## src/hw/pim_pkg.sv

```systemverilog
// Package: constants, types and register map of the process image mapper
package pim_pkg;

  // ************************************************************
  // Register map (word addresses, one word each)
  // ************************************************************
  localparam logic [5:0] ADDR_CTRL     = 6'h00;
  localparam logic [5:0] ADDR_STATUS   = 6'h01;
  localparam logic [5:0] ADDR_IRQ_STAT = 6'h02;
  localparam logic [5:0] ADDR_IRQ_MASK = 6'h03;
  localparam logic [5:0] ADDR_KEY_IMG  = 6'h04;
  localparam logic [5:0] ADDR_DIN_IMG  = 6'h05;
  localparam logic [5:0] ADDR_SAFE_IN  = 6'h06;
  localparam logic [5:0] ADDR_LED_R    = 6'h07;
  localparam logic [5:0] ADDR_LED_G    = 6'h08;
  localparam logic [5:0] ADDR_LED_B    = 6'h09;
  localparam logic [5:0] ADDR_DOUT     = 6'h0a;
  localparam logic [5:0] ADDR_SAFE_MAP = 6'h0b;
  localparam logic [5:0] ADDR_XCHG     = 6'h0c;

  // ************************************************************
  // Field layout and reset values
  // ************************************************************
  localparam int CTRL_MODE_LSB = 0;
  localparam int CTRL_START_LSB = 8;
  localparam logic [31:0] CTRL_RESET = 32'h0000_0000;
  localparam logic [31:0] MASK_RESET = 32'h0000_0000;
  localparam int SAFE_IN_BYTES = 5;
  localparam int SAFE_OUT_BYTES = 4;
  localparam int SENSOR_BIT_A = 4;
  localparam int SENSOR_BIT_B = 5;
  localparam int ESTOP_BIT = 0;
  localparam int IRQ_XCHG = 0;
  localparam int IRQ_ESTOP = 1;
  localparam int IRQ_MODE = 2;
  localparam logic [7:0] BYTE_ZERO = 8'h00;
  localparam logic [31:0] UNMAPPED_READ = 32'h0000_0000;

  // Safety evaluation modes
  typedef enum logic [1:0] {
    MODE_NONE   = 2'h0,
    MODE_SENSOR = 2'h1,
    MODE_ESTOP  = 2'h2
  } safe_mode_e;

  // LED colour decode
  typedef enum logic [2:0] {
    LED_OFF    = 3'h0,
    LED_RED    = 3'h1,
    LED_GREEN  = 3'h2,
    LED_BLUE   = 3'h3,
    LED_YELLOW = 3'h4,
    LED_WHITE  = 3'h5
  } led_colour_e;

  // Bus request carrier
  typedef struct packed {
    logic        read;
    logic        write;
    logic [5:0]  address;
    logic [31:0] writedata;
  } bus_req_s;

  // Fail-safe input byte and placement
  typedef struct packed {
    logic [7:0] start_addr;
    logic [7:0] state_byte;
  } safe_img_s;

endpackage : pim_pkg

```

## src/hw/pim_mapper.sv

```systemverilog
// Process image mapper: keys, inputs, safety byte, LEDs and outputs
//
// Contract
// Safe channels use five input and four output bytes from start address
// First safe input byte reports sensor or stop-button state
// Other safe bytes carry protocol only, never user data
// Bits unused by the selected mode read zero
// With no mode configured nothing is evaluated
// Sensor mode: bits 4 and 5 are contacts, 1 closed
// Stop mode: bit 0 is 0 pressed or error, 1 released
// Inputs reserved for safe channels leave the standard image
// Standard image kept separate from safe channel state
// Keys 0..31 fill two bytes per slot, slots 1 and 2
// Inputs 0..31 fill two bytes per slot, slots 3 and 4
// LED colour from same bit in red, green, blue bytes
// Six LED bytes per slot, two groups of eight LEDs
// Outputs 16..31 from two slot 4 bytes, lowest at bit 0
// Images refresh once per exchange; outputs hold between
//
// The register addresses and the Avalon-MM register port were decided locally.
`timescale 1ns/1ps
`default_nettype none
module pim_mapper
(
  // Clock and reset
  input  wire logic              sys_clk,
  input  wire logic              rst,
  // Avalon-MM slave
  input  wire pim_pkg::bus_req_s bus_req,
  output logic [31:0]            readdata,
  output logic                   waitrequest,
  output logic                   irq,
  // Panel side
  input  wire logic [31:0]       key_state,
  input  wire logic [31:0]       input_pin_bit,
  input  wire logic              safe_channel_0,
  input  wire logic              safe_channel_1,
  input  wire logic              xchg_strobe,
  // Outputs to the panel
  output logic [31:0]            led_red,
  output logic [31:0]            led_green,
  output logic [31:0]            led_blue,
  output logic [15:0]            dout_hi,
  output logic [7:0]             safe_image,
  output logic [7:0]             safe_start
);
  import pim_pkg::*;

  // ************************************************************
  // Functions
  // ************************************************************
  function automatic led_colour_e led_decode(input logic r, input logic g,
                                             input logic b);
    unique case ({r, g, b})
      3'b100:  led_decode = LED_RED;
      3'b010:  led_decode = LED_GREEN;
      3'b001:  led_decode = LED_BLUE;
      3'b110:  led_decode = LED_YELLOW;
      3'b111:  led_decode = LED_WHITE;
      default: led_decode = LED_OFF;
    endcase
  endfunction : led_decode

  // Byte idx of an image holds items 8*idx .. +7
  function automatic logic [7:0] slot_byte(input logic [31:0] v,
                                           input logic [1:0] idx);
    slot_byte = v[idx*8 +: 8];
  endfunction : slot_byte

  // ************************************************************
  // State
  // ************************************************************
  logic [31:0] ctrl_q;
  logic [31:0] irq_stat_q;
  logic [31:0] irq_mask_q;
  logic [31:0] key_img_q;
  logic [31:0] din_img_q;
  logic [31:0] led_r_img_q;
  logic [31:0] led_g_img_q;
  logic [31:0] led_b_img_q;
  logic [15:0] dout_img_q;
  logic [31:0] led_r_sh_q;
  logic [31:0] led_g_sh_q;
  logic [31:0] led_b_sh_q;
  logic [15:0] dout_sh_q;
  safe_img_s   safe_q;
  logic        estop_q;
  logic        ack_q;
  logic [31:0] rdata_q;
  safe_mode_e  mode_q;
  logic [7:0]  safe_byte_d;
  logic [31:0] din_masked;
  logic [31:0] irq_set;
  logic        wr_en;
  logic        rd_en;

  assign wr_en = bus_req.write && ack_q;
  assign rd_en = bus_req.read && !ack_q;

  // ************************************************************
  // Bus slave: one wait cycle, then acknowledge
  // ************************************************************
  always_ff @(posedge sys_clk or posedge rst) begin
    if (rst) begin
      ack_q <= 1'b0;
    end else begin
      ack_q <= (bus_req.read || bus_req.write) && !ack_q;
    end
  end
  always_ff @(posedge sys_clk or posedge rst) begin
    if (rst) begin
      ctrl_q      <= CTRL_RESET;
      irq_mask_q  <= MASK_RESET;
      led_r_sh_q  <= '0;
      led_g_sh_q  <= '0;
      led_b_sh_q  <= '0;
      dout_sh_q   <= '0;
    end else if (wr_en) begin
      unique case (bus_req.address)
        ADDR_CTRL:     ctrl_q <= bus_req.writedata;
        ADDR_IRQ_MASK: irq_mask_q <= bus_req.writedata;
        ADDR_LED_R:    led_r_sh_q <= bus_req.writedata;
        ADDR_LED_G:    led_g_sh_q <= bus_req.writedata;
        ADDR_LED_B:    led_b_sh_q <= bus_req.writedata;
        ADDR_DOUT:     dout_sh_q <= bus_req.writedata[15:0];
        default: ;
      endcase
    end
  end
  always_comb begin
    unique case (ctrl_q[CTRL_MODE_LSB +: 2])
      2'h1:    mode_q = MODE_SENSOR;
      2'h2:    mode_q = MODE_ESTOP;
      default: mode_q = MODE_NONE;
    endcase
  end

  // ************************************************************
  // Safe channel byte
  // ************************************************************
  // No evaluation
  // Sensor contacts
  // Stop button state
  // Unused bits zero
  always_comb begin
    safe_byte_d = BYTE_ZERO;
    unique case (mode_q)
      MODE_SENSOR: begin
        safe_byte_d[SENSOR_BIT_A] = safe_channel_0;
        safe_byte_d[SENSOR_BIT_B] = safe_channel_1;
      end
      // A single open or mismatched channel counts as pressed or error
      MODE_ESTOP: safe_byte_d[ESTOP_BIT] = safe_channel_0 && safe_channel_1;
      default: ;
    endcase
  end

  // Reserved inputs removed
  // Safe channels sit on the top two pins of the upper connector
  always_comb begin
    din_masked = input_pin_bit;
    if (mode_q != MODE_NONE) begin
      din_masked[31:30] = 2'b00;
    end
  end

  // ************************************************************
  // Cyclic exchange
  // ************************************************************
  // Refresh per exchange
  // Separate images
  // Key image
  // Input image
  // Start address
  // First safe byte
  always_ff @(posedge sys_clk or posedge rst) begin
    if (rst) begin
      key_img_q   <= '0;
      din_img_q   <= '0;
      led_r_img_q <= '0;
      led_g_img_q <= '0;
      led_b_img_q <= '0;
      dout_img_q  <= '0;
      safe_q      <= '0;
    end else if (xchg_strobe) begin
      key_img_q   <= key_state;
      din_img_q   <= din_masked;
      led_r_img_q <= led_r_sh_q;
      led_g_img_q <= led_g_sh_q;
      led_b_img_q <= led_b_sh_q;
      dout_img_q  <= dout_sh_q;
      safe_q.start_addr <= ctrl_q[CTRL_START_LSB +: 8];
      safe_q.state_byte <= safe_byte_d;
    end
  end

  // ************************************************************
  // Interrupts
  // ************************************************************
  always_ff @(posedge sys_clk or posedge rst) begin
    if (rst) begin
      estop_q <= 1'b0;
    end else begin
      estop_q <= (mode_q == MODE_ESTOP) && !safe_byte_d[ESTOP_BIT];
    end
  end
  always_comb begin
    irq_set = '0;
    irq_set[IRQ_XCHG] = xchg_strobe;
    irq_set[IRQ_ESTOP] = (mode_q == MODE_ESTOP) && !safe_byte_d[ESTOP_BIT]
                         && !estop_q;
    irq_set[IRQ_MODE] = wr_en && (bus_req.address == ADDR_CTRL);
  end

  // Set wins over a same-cycle write-one clear
  always_ff @(posedge sys_clk or posedge rst) begin
    if (rst) begin
      irq_stat_q <= '0;
    end else begin
      irq_stat_q <= (irq_stat_q & ~((wr_en &&
                    bus_req.address == ADDR_IRQ_STAT) ?
                    bus_req.writedata : 32'h0000_0000)) | irq_set;
    end
  end
  always_ff @(posedge sys_clk or posedge rst) begin
    if (rst) begin
      irq <= 1'b0;
    end else begin
      irq <= |(irq_stat_q & irq_mask_q);
    end
  end

  // ************************************************************
  // Read path
  // ************************************************************
  always_comb begin
    rdata_q = UNMAPPED_READ;
    unique case (bus_req.address)
      ADDR_CTRL:     rdata_q = ctrl_q;
      ADDR_STATUS:   rdata_q = {29'h0, led_decode(led_r_img_q[0],
                                 led_g_img_q[0], led_b_img_q[0])};
      ADDR_IRQ_STAT: rdata_q = irq_stat_q;
      ADDR_IRQ_MASK: rdata_q = irq_mask_q;
      ADDR_KEY_IMG:  rdata_q = key_img_q;
      ADDR_DIN_IMG:  rdata_q = din_img_q;
      // Protocol bytes stay out of user data
      ADDR_SAFE_IN:  rdata_q = {24'h0, safe_q.state_byte};
      ADDR_LED_R:    rdata_q = led_r_sh_q;
      ADDR_LED_G:    rdata_q = led_g_sh_q;
      ADDR_LED_B:    rdata_q = led_b_sh_q;
      ADDR_DOUT:     rdata_q = {16'h0, dout_sh_q};
      ADDR_SAFE_MAP: rdata_q = {8'h0, 8'(SAFE_OUT_BYTES),
                                8'(SAFE_IN_BYTES), safe_q.start_addr};
      ADDR_XCHG:     rdata_q = {slot_byte(key_img_q, 2'h1),
                                slot_byte(key_img_q, 2'h0),
                                slot_byte(din_img_q, 2'h1),
                                slot_byte(din_img_q, 2'h0)};
      default:       rdata_q = UNMAPPED_READ;
    endcase
  end

  always_ff @(posedge sys_clk or posedge rst) begin
    if (rst) begin
      readdata <= '0;
    end else if (rd_en) begin
      readdata <= rdata_q;
    end
  end
  always_ff @(posedge sys_clk or posedge rst) begin
    if (rst) begin
      waitrequest <= 1'b1;
    end else begin
      waitrequest <= !((bus_req.read || bus_req.write) && !ack_q);
    end
  end

  // ************************************************************
  // Panel outputs
  // ************************************************************
  // Colour bytes per LED
  // Six bytes per slot
  // Outputs 16 to 31
  always_ff @(posedge sys_clk or posedge rst) begin
    if (rst) begin
      led_red    <= '0;
      led_green  <= '0;
      led_blue   <= '0;
      dout_hi    <= '0;
      safe_image <= '0;
      safe_start <= '0;
    end else begin
      led_red    <= led_r_img_q;
      led_green  <= led_g_img_q;
      led_blue   <= led_b_img_q;
      dout_hi    <= dout_img_q;
      safe_image <= safe_q.state_byte;
      safe_start <= safe_q.start_addr;
    end
  end

  // ************************************************************
  // Assertions
  // ************************************************************
  a_unused_zero: assert property (@(posedge sys_clk) disable iff (rst)
    (safe_byte_d & ~((mode_q == MODE_SENSOR) ? 8'h30 :
      ((mode_q == MODE_ESTOP) ? 8'h01 : 8'h00))) == BYTE_ZERO)
    else $error("unused safe bit set");
  a_sensor_bits: assert property (@(posedge sys_clk) disable iff (rst)
    (xchg_strobe && mode_q == MODE_SENSOR) |=> safe_q.state_byte ==
      {2'b00, $past(safe_channel_1), $past(safe_channel_0), 4'h0})
    else $error("sensor bits wrong");
  a_estop_bit: assert property (@(posedge sys_clk) disable iff (rst)
    (xchg_strobe && mode_q == MODE_ESTOP && !safe_channel_0) |=>
      !safe_q.state_byte[ESTOP_BIT])
    else $error("stop bit set while pressed");
  a_none_idle: assert property (@(posedge sys_clk) disable iff (rst)
    (xchg_strobe && mode_q == MODE_NONE) |=> ##1 safe_image == 8'h00)
    else $error("evaluation with no mode");
  a_key_image: assert property (@(posedge sys_clk) disable iff (rst)
    xchg_strobe |=> key_img_q == $past(key_state))
    else $error("key image not refreshed");
  a_din_reserved: assert property (@(posedge sys_clk) disable iff (rst)
    (xchg_strobe && mode_q != MODE_NONE) |=> din_img_q[31:30] == 2'b00)
    else $error("reserved input in image");
  a_led_hold: assert property (@(posedge sys_clk) disable iff (rst)
    !xchg_strobe |=> led_r_img_q == $past(led_r_img_q))
    else $error("LED image changed between exchanges");
  a_dout_follow: assert property (@(posedge sys_clk) disable iff (rst)
    xchg_strobe |=> ##1 dout_hi == $past(dout_sh_q, 2))
    else $error("outputs not applied");
  a_din_image: assert property (@(posedge sys_clk) disable iff (rst)
    (xchg_strobe && mode_q == MODE_NONE) |=>
      din_img_q == $past(input_pin_bit))
    else $error("input image wrong");
  c_sensor: cover property (@(posedge sys_clk) disable iff (rst)
    xchg_strobe && mode_q == MODE_SENSOR);
  c_estop: cover property (@(posedge sys_clk) disable iff (rst)
    irq_set[IRQ_ESTOP]);
  c_irq: cover property (@(posedge sys_clk) disable iff (rst) irq);

endmodule : pim_mapper
`default_nettype wire

```

## config.mk

```make
export PLATFORM = sky130hd
export DESIGN_NAME = pim_mapper
export DESIGN_NICKNAME = d
export VERILOG_FILES = /design/src/hw/pim_pkg.sv /design/src/hw/pim_mapper.sv
export SDC_FILE = /design/constraint.sdc
export NUM_CORES = 1
export LEC_CHECK = 0
export ABC_CLOCK_PERIOD_IN_PS = 57800
export BUFFER_PORTS_ARGS = -buffer_cell sky130_fd_sc_hd__buf_2
export CAP_MARGIN = 10
export CORE_MARGIN = 1.5
export CORE_UTILIZATION = 62
export CTS_CLUSTER_SIZE = 16
export DETAILED_ROUTE_END_ITERATION = 8
export GPL_TIMING_DRIVEN = 0
export PLACE_DENSITY = 0.92
export SLEW_MARGIN = 20
export SYNTH_ARGS = -nofsm -noshare
export SYNTH_HDL_FRONTEND = slang
export SYNTH_SLANG_ARGS = --single-unit
```

## constraint.sdc

```tcl
create_clock -name sys_clk -period 57.8 [get_ports sys_clk]
set_input_delay 14.45 -clock sys_clk [delete_from_list [all_inputs] [get_ports sys_clk]]
set_output_delay 14.45 -clock sys_clk [all_outputs]
set_load 0.02 [all_outputs]
```

# Yosys cells after proc, flatten, opt, wreduce, memory -nomap -nowiden
# Index checks and enable logic that the tools add are counted.
totals:
  ff_bits: 554
  latch_bits: 0
  ram_bits: 0
  rom_bits: 0
  inputBits: 109
  word_cells: 80
  n_memories: 0
op_classes:
  add_sub_neg: 0
  multipliers: 0
  div: 0
  magnitude_cmp: 0
  n_eq_ne: 21
  n_shift: 0
  mux: 7
  n_bitwise: 4
  reduce_logical: 22
ops:
  columns: ["cell", "count"]
  rows:
  - ["one-hot mux 32 bit (13 select lines)", 1]
  - ["AND 32 bit", 2]
  - ["two-way mux 32 bit", 1]
  - ["NOT 32 bit", 1]
  - ["bitwise OR 32 x 3 -> 32 bit", 1]
  - ["OR reduction 32 bit", 1]
  - ["== test 6 x 4 -> 1 bit, second input constant", 5]
  - ["== test 6 x 3 -> 1 bit, second input constant", 4]
  - ["one-hot mux 3 bit (5 select lines)", 1]
  - ["== test 6 x 2 -> 1 bit, second input constant", 2]
  - ["AND reduction 2 bit", 6]
  - ["== test 3 bit, second input constant", 3]
  - ["logical AND 1 bit", 8]
  - ["== test 6 x 1 -> 1 bit, second input constant", 1]
  - ["logical NOT 6 bit", 1]
  - ["== test 2 x 1 -> 1 bit, second input constant", 2]
  - ["== test 2 bit, second input constant", 2]
  - ["logical NOT 1 bit", 4]
  - ["two-way mux 2 bit", 2]
  - ["one-hot mux 2 bit (2 select lines)", 1]
  - ["== test 3 x 1 -> 1 bit, second input constant", 1]
  - ["== test 3 x 2 -> 1 bit, second input constant", 1]
  - ["nonzero test 2 bit", 1]
  - ["logical OR 1 bit", 1]
  - ["two-way mux 1 bit", 1]

# Longest topological paths before layout
# Gate-level depths: netlist of run 1.
depth:
  ltp_word: 8
  ltp_mapped: 9
  mapped_depth_nobuf: 5

# Worst setup path before layout of run 1
# No wires, ideal clock.
synth_path:
  kind: "input -> register"
  start: "in bus_req[36] (netlist bit)"
  end: "reg irq_mask_q[20]"
  setup_ns: 0.125
  arrival_ns: 16.135
  t_required_ns: 57.675
  setup_slack_ns: 41.540
  cell_stages: 8
  path_buffers: 4
  path_cell_list: "buf_2 -> or4_1 -> buf_4 -> nor2_4 -> and3_1 -> buf_4 -> buf_6 -> mux2_2"
synth_between:
  elab_chain_len: 2
synth_lines:
  columns: ["element", "line", "text"]
  rows:
  - ["start: declaration", "pim_mapper.sv:29", "input wire pim_pkg::bus_req_s bus_req,"]
  - ["== test 6 x 2 -> 1 bit", "pim_mapper.sv:119", "unique case (bus_req.address)"]
  - ["AND reduction 2 bit (no source line)", null, null]
  - ["end signal: assignment", "pim_mapper.sv:121", "ADDR_IRQ_MASK: irq_mask_q <= bus_req.writedata;"]
  - ["end: declaration", "pim_mapper.sv:75", "logic [31:0] irq_mask_q;"]
# No other way between the ends.
# A chain may end at the register's enable or synchronous reset.

# Worst setup path after layout of run 1
layout_path:
  start: "in bus_req[37] (netlist bit)"
  end: "reg led_g_sh_q[6]"
layout_between:
  elab_chain_len: 2
layout_lines:
  columns: ["element", "line", "text"]
  rows:
  - ["== test 6 x 4 -> 1 bit", "pim_mapper.sv:119", null]
  - ["AND reduction 2 bit (no source line)", null, null]
  - ["end signal: assignment", "pim_mapper.sv:123", "ADDR_LED_G: led_g_sh_q <= bus_req.writedata;"]
  - ["end: declaration", "pim_mapper.sv:83", "logic [31:0] led_g_sh_q;"]
# No other way between the ends.

==> results of run 1 <==
-- layout make-up --
type	instances	area, um2	share of cell area [%]
clock inverter	26	295	1.16
inverter	11	48.8	0.191
timing repair buffer	267	1470	5.77
clock buffer	72	1540	6.02
sequential	554	13900	54.3
tap	455	569	2.23
buffer	90	542	2.12
antenna	5	12.5	0.0490
multi-input combinational	773	7180	28.1
-- cells by family after synthesis --
family / synth area share (%)
DFF: 64.2
muxes: 21.8
AOI/OAI and AO/OA: 7.29
and+or+nand+nor: 3.75
buffers and inverters: 2.70
xor gates and xnor gates: 0.122
adders and majority gates: 0.116
other: 0.0174
-- layer usage --
metal  vias to the layer above  share of wire, %  routed length [um]
met2                       783                49               31000
met1                      7449                38               24000
met5                         -                 0                   0
met4                         0               5.2                3300
met3                       190               8.5                5410
li1                       5862                 -                   -
-- synthesized netlist by cell type, types with 3 or more instances --
cell | instances | share of area, %
a21oi_1 | 5 | 0.12
clkbuf_1 | 34 | 0.59
a22oi_1 | 39 | 1.4
a221oi_1 | 9 | 0.36
a32oi_1 | 4 | 0.16
a21boi_0 | 29 | 1.0
mux4_2 | 5 | 0.52
nor2_4 | 3 | 0.16
mux2_4 | 30 | 2.1
xnor2_1 | 3 | 0.12
and2_1 | 10 | 0.29
buf_1 | 4 | 0.069
inv_1 | 11 | 0.19
buf_12 | 3 | 0.28
nor3_1 | 3 | 0.069
mux2_1 | 26 | 1.4
nor2_1 | 28 | 0.49
buf_4 | 12 | 0.42
buf_6 | 7 | 0.36
a22o_1 | 44 | 1.8
a222oi_1 | 12 | 0.56
o21ai_0 | 28 | 0.65
a21o_1 | 5 | 0.17
nor4_1 | 9 | 0.26
and3_1 | 10 | 0.29
mux2_2 | 310 | 16
nand2_1 | 40 | 0.69
dfrtp_1 | 553 | 64
mux2i_1 | 37 | 1.7
o2bb2ai_1 | 8 | 0.32
nand2b_1 | 5 | 0.14
nand4_1 | 12 | 0.35
buf_2 | 28 | 0.65
a2bb2oi_1 | 8 | 0.32
nand3_1 | 15 | 0.35
or4_1 | 4 | 0.14
-- worst max-delay path by stage --
| stage | to | slack [ns] | depth (start not counted) |
|---|---|---|---|
| floorplan | ack_q | 27.86 | 1 |
| global placement | dout_hi[11] | 23.33 | 2 |
| detailed placement | led_g_sh_q[9] | 40.71 | 7 |
| CTS | led_g_sh_q[6] | 41.28 | 7 |
| global route | led_g_sh_q[6] | 41.19 | 7 |
| finish | led_g_sh_q[6] | 41.19 | 7 |
-- power by group through the flow --
stage	registers, mW	logic, mW	clock network, mW
floorplan	0.450	0.0417	0
global placement	0.448	0.0764	0
detailed placement	0.449	0.0811	0
CTS	0.443	0.0824	0.361
global route	0.446	0.0877	0.377
finish	0.443	0.0824	0.359
-- through the flow --
stage / cells / hold WS, ns / setup slack, ns / area [um2]
detailed placement: 2150 / 0.357 / 40.71 / 23700
CTS: 2248 / 0.370 / 41.28 / 25500
global placement: 2143 / 0.356 / 23.33 / 23500
floorplan: 1428 / 0.350 / 27.86 / 21600
finish: 2253 / 0.363 / 41.19 / 25500
global route: 2250 / 0.377 / 41.19 / 25500
==> run metrics, run 1 <==
Mapped Area 21600 um2; worst reg2reg setup slack ~55 ns; Worst Path Buf+Inv 3; post_cts resized 0; initial drt markers 1315; Hold Path Origin dout_img_q[11]; post-DP HPWL about 44000 um; GR peak layer met2; max_slew headroom 23.3%; # IOs 271; starting density of the core around 63%; final wirelength 63600 um; worst reg-to-reg path cell count 7; Slew @ Worst Pin 1.14 ns; DIE AREA 36000 um2; CTS buffer count 53; setup bufs post-CTS 0; CP Launch Point bus_req[37]; FP Rows 68; # clock sinks 554; worst-skew pair later-pin latency 0.59 ns; CP Capture Type flip-flop; Worst path slowest cell nor2_1; CTS tree done; synth-to-layout area growth 18.2%; Crit Path Class primary input to flip-flop; Yosys warning total 0; Leak approximately 13 nW; Slew Limit Fails 0; Root Buffer clkbuf_16; R2R Path End readdata[11]; H-tree depth 2; Clock Power Share 40.6%; Clock Skew ~0.014 ns; grt met1 use 46.4%; filler cell count ~2100; Logic pwr share 9.3%; number of port buffers 260; Final #Nets between 1500 and 2000; startpoint class of the critical path primary input; P per Cell Area 34.7 nW/um2; Max FO, Critical Path 10; DRC 0; GR Util met2 58.6%; Overall Power 885 uW; First-pass DRT Iterations 9; maxcap violations 0; first-pass GRT wire length around 95000 um; Main synth FF type dfrtp_1; pin count of the biggest net entering global routing roughly 120; GR Layer Usage met3 about 7.9%; die width approximately 190 um; gp weighted congestion 0.950; Max Freq between 60 and 70 MHz; CP max stage delay 0.79 ns; flop and latch count out of synthesis 554; Global Route Usage Sum between 30% and 40%; CP delay by family, top simple AND/OR/NAND/NOR gates; final worst path period share between 20 and 30%; WL per Instance 28.2 um; most frequent cells in the layout 553 x dfrtp_1, 310 x mux2_2, 288 x buf_2; Seq/Total Area, Yosys 64.2%; commonest non-fill, non-tap cell in the layout dfrtp_1; Max VDD drop 24.1 uV; number of synthesized flops with an enable pin 0; async set-or-reset flop fraction in the synthesized netlist 100%; fin crit period 16.61 ns; vias in the first global route between 10000 and 15000; clk slew on worst S/H paths 0.06 ns; internal cell power 664 uW; Hold Crit Class flip-flop to flip-flop; Cell variety after synth 59; Switching Share 25.0%; share of layout cells above drive strength 1 43.1%; hold_buf cts 0; Vias 14300; drt via density 6.34; Worst EP required between 50 and 60 ns; RSZ-0062 raised after global routing no; clock buffer depth 3; R2R Path Start ack_q; worst hold path depth 0; remaining antenna violation count 0; Net Sw Power approximately 220 uW; Synth Instances 1424; Seq pwr share 50.1%; Core Util, Final 74.1%; outcome finished clean; grt ovf 0; final hold vios 0; final setup vio count 0; core area 34500 um2; hold worst-path end dout_hi[11]; die height 190 um; Arrival @ worst endpoint ~17 ns; most numerous cell on the critical path buf_2; Avg Cell Area, Syn 15.2 um2; initial antenna violation count 4; TNS Setup 0 ns; CP Cell Sequence buf_2 > buf_6 > nor4b_1 > nand3_1 > nor2_1 > buf_2 > mux2_2
Note: power is estimated with default switching activity, not from simulation.
==> inputs of run 2 (changes only) <==
--- a/config.mk
+++ b/config.mk
@@ -5,15 +5,15 @@
 export SDC_FILE = /design/constraint.sdc
 export NUM_CORES = 1
 export LEC_CHECK = 0
-export ABC_CLOCK_PERIOD_IN_PS = 57800
+export ABC_CLOCK_PERIOD_IN_PS = 15500
 export BUFFER_PORTS_ARGS = -buffer_cell sky130_fd_sc_hd__buf_2
 export CAP_MARGIN = 10
 export CORE_MARGIN = 1.5
-export CORE_UTILIZATION = 62
+export CORE_UTILIZATION = 58
 export CTS_CLUSTER_SIZE = 16
 export DETAILED_ROUTE_END_ITERATION = 8
 export GPL_TIMING_DRIVEN = 0
-export PLACE_DENSITY = 0.92
+export PLACE_DENSITY = 0.88
 export SLEW_MARGIN = 20
 export SYNTH_ARGS = -nofsm -noshare
 export SYNTH_HDL_FRONTEND = slang
==> constraint.sdc (replaced) <==
create_clock -name sys_clk -period 15.5 [get_ports sys_clk]
set_input_delay 3.875 -clock sys_clk [delete_from_list [all_inputs] [get_ports sys_clk]]
set_output_delay 3.875 -clock sys_clk [all_outputs]
set_load 0.02 [all_outputs]
==> run 2 against run 1 <==
Sequential power grew to 3.7 times the previous value; wire length hardly changed; worst hold slack better by 0.010 ns; setup slack worse by 32 ns; via count is 0.77% lower; sequential cell count stayed put; register-to-register slack worse by 42 ns; core utilization is 4.0 points lower; count of clock-buffer cells in the layout is 5 higher; first-iteration DRC count is 3.3% lower; die area is 6.8% higher; critical path type unchanged; critical endpoint is now led_g_sh_q[16].
==> run metrics, run 2 (synthesized netlist as in run 1, its figures left out) <==
# clock sinks 554; WL met3 5490 um; cell area after placement 23900 um2; gp weighted congestion 0.962; DIE AREA 38400 um2; synth-to-layout area growth 18.8%; Slew Limit Fails 0; TNS Setup 0 ns; commonest non-fill, non-tap cell in the layout dfrtp_1; Clock Skew 0.0170 ns; first-pass GRT wire length 94600 um; most frequent cells in the layout 553 x dfrtp_1, 310 x mux2_2, 289 x buf_2; initial antenna violation count 3; CTS buffer count 53; drt via density 6.24; First-pass DRT Iterations 8; Max Freq around 160 MHz; starting density of the core roughly three fifths; Final #Nets 1873; setup bufs post-CTS 0; vias in the first global route 14700; filler cell count 2372; grt ovf 0; max_slew headroom 24.1%; outcome finished clean; startpoint class of the critical path primary input; Root Buffer clkbuf_16; Sequential cell area 13900 um2; initial drt markers roughly 1300; worst-skew pair later-pin latency 0.61 ns; clock buffer depth 3; R2R Path Start ack_q; Slew @ Worst Pin 1.14 ns; die height 196 um; CTS tree done; remaining antenna violation count 0; top layer in use met5; P per Cell Area 128 nW/um2; H-tree depth 2; wl on met1 25000 um; Leak between 10 and 15 nW; final wirelength roughly 64000 um; maxcap violations 0; share of layout cells above drive strength 1 43.1%; FP Rows 70; Arrival @ worst endpoint 6.63 ns; Hold Crit Class flip-flop to flip-flop; WL per Instance 28.0 um; final setup vio count 0; R2R Path End readdata[20]; Overall Power 3.28 mW; met2 WL 30300 um; worst reg2reg setup slack around 13 ns; Core Util, Final 70.1%; post_cts resized 0; Max FO, Critical Path 10; RSZ-0062 raised after global routing no; number of port buffers 260; worst reg-to-reg path cell count 6; Crit Path Class primary input to flip-flop; Post-Layout Inst Area 25700 um2; Hold Path Origin dout_img_q[7]; pin count of the biggest net entering global routing 38; DRC 0; CP Launch Point bus_req[37]; Max VDD drop between 90 and 100 uV; core area 36600 um2; Worst EP required 15.98 ns; die width roughly 200 um; hold_buf cts 0; fin crit period 6.15 ns; Multi-input gate area 7180 um2; final hold vios 0; Vias 14200; CP Capture Type flip-flop; # IOs 271; post-DP HPWL ~45000 um; final worst path period share just under 40%; Global Route Usage Sum 33.8%; crit path capture led_g_sh_q[16]; clk slew on worst S/H paths 0.06 ns
run 2: through the flow:
stage	setup slack, ns	std cells	hold slack (ns)
3_3_place_gp	1.59	2156	0.355
5_1_grt	9.33	2269	0.382
2_1_floorplan	4.09	1428	0.350
3_5_place_dp	8.87	2175	0.360
6_report	9.35	2271	0.374
4_1_cts	9.48	2269	0.374
run 2: final cells by class:
class | count | share of cell area (%)
antenna | 2 | 0.0195
buffer | 90 | 2.11
clock buffer | 77 | 6.19
inverter | 11 | 0.175
tap | 468 | 2.28
multi-input combinational | 773 | 28.0
timing repair buffer | 279 | 6.50
clock inverter | 17 | 0.726
sequential | 554 | 54.0
run 2: power breakdown:
| group | internal (mW) | switching [mW] | total (mW) |
|---|---|---|---|
| clock network | 0.761 | 0.557 | 1.32 |
| registers | 1.56 | 0.0897 | 1.65 |
| logic | 0.135 | 0.177 | 0.311 |
run 2: layer usage:
layer	vias to the layer above	GRT usage, %
met4	2	16.0
li1	5864	-
met2	745	53.2
met1	7403	45.0
met5	-	0
met3	160	7.44
run 2: worst max-delay path, cell delays in order:
cell and delay, ns:
buf_2 0.11, buf_6 0.14, nor4b_1 0.46, nand3_1 0.31, nor2_1 0.88, buf_2 0.47
mux2_2 0.39
run 2: worst min-delay path by stage:
| stage | depth (start not counted) | to | slack [ns] |
|---|---|---|---|
| global placement | 0 | dout_hi[7] | 0.36 |
| global route | 0 | dout_hi[7] | 0.38 |
| finish | 0 | dout_hi[7] | 0.37 |
| floorplan | 0 | dout_hi[0] | 0.35 |
| detailed placement | 0 | led_blue[6] | 0.36 |
| CTS | 0 | dout_hi[7] | 0.37 |
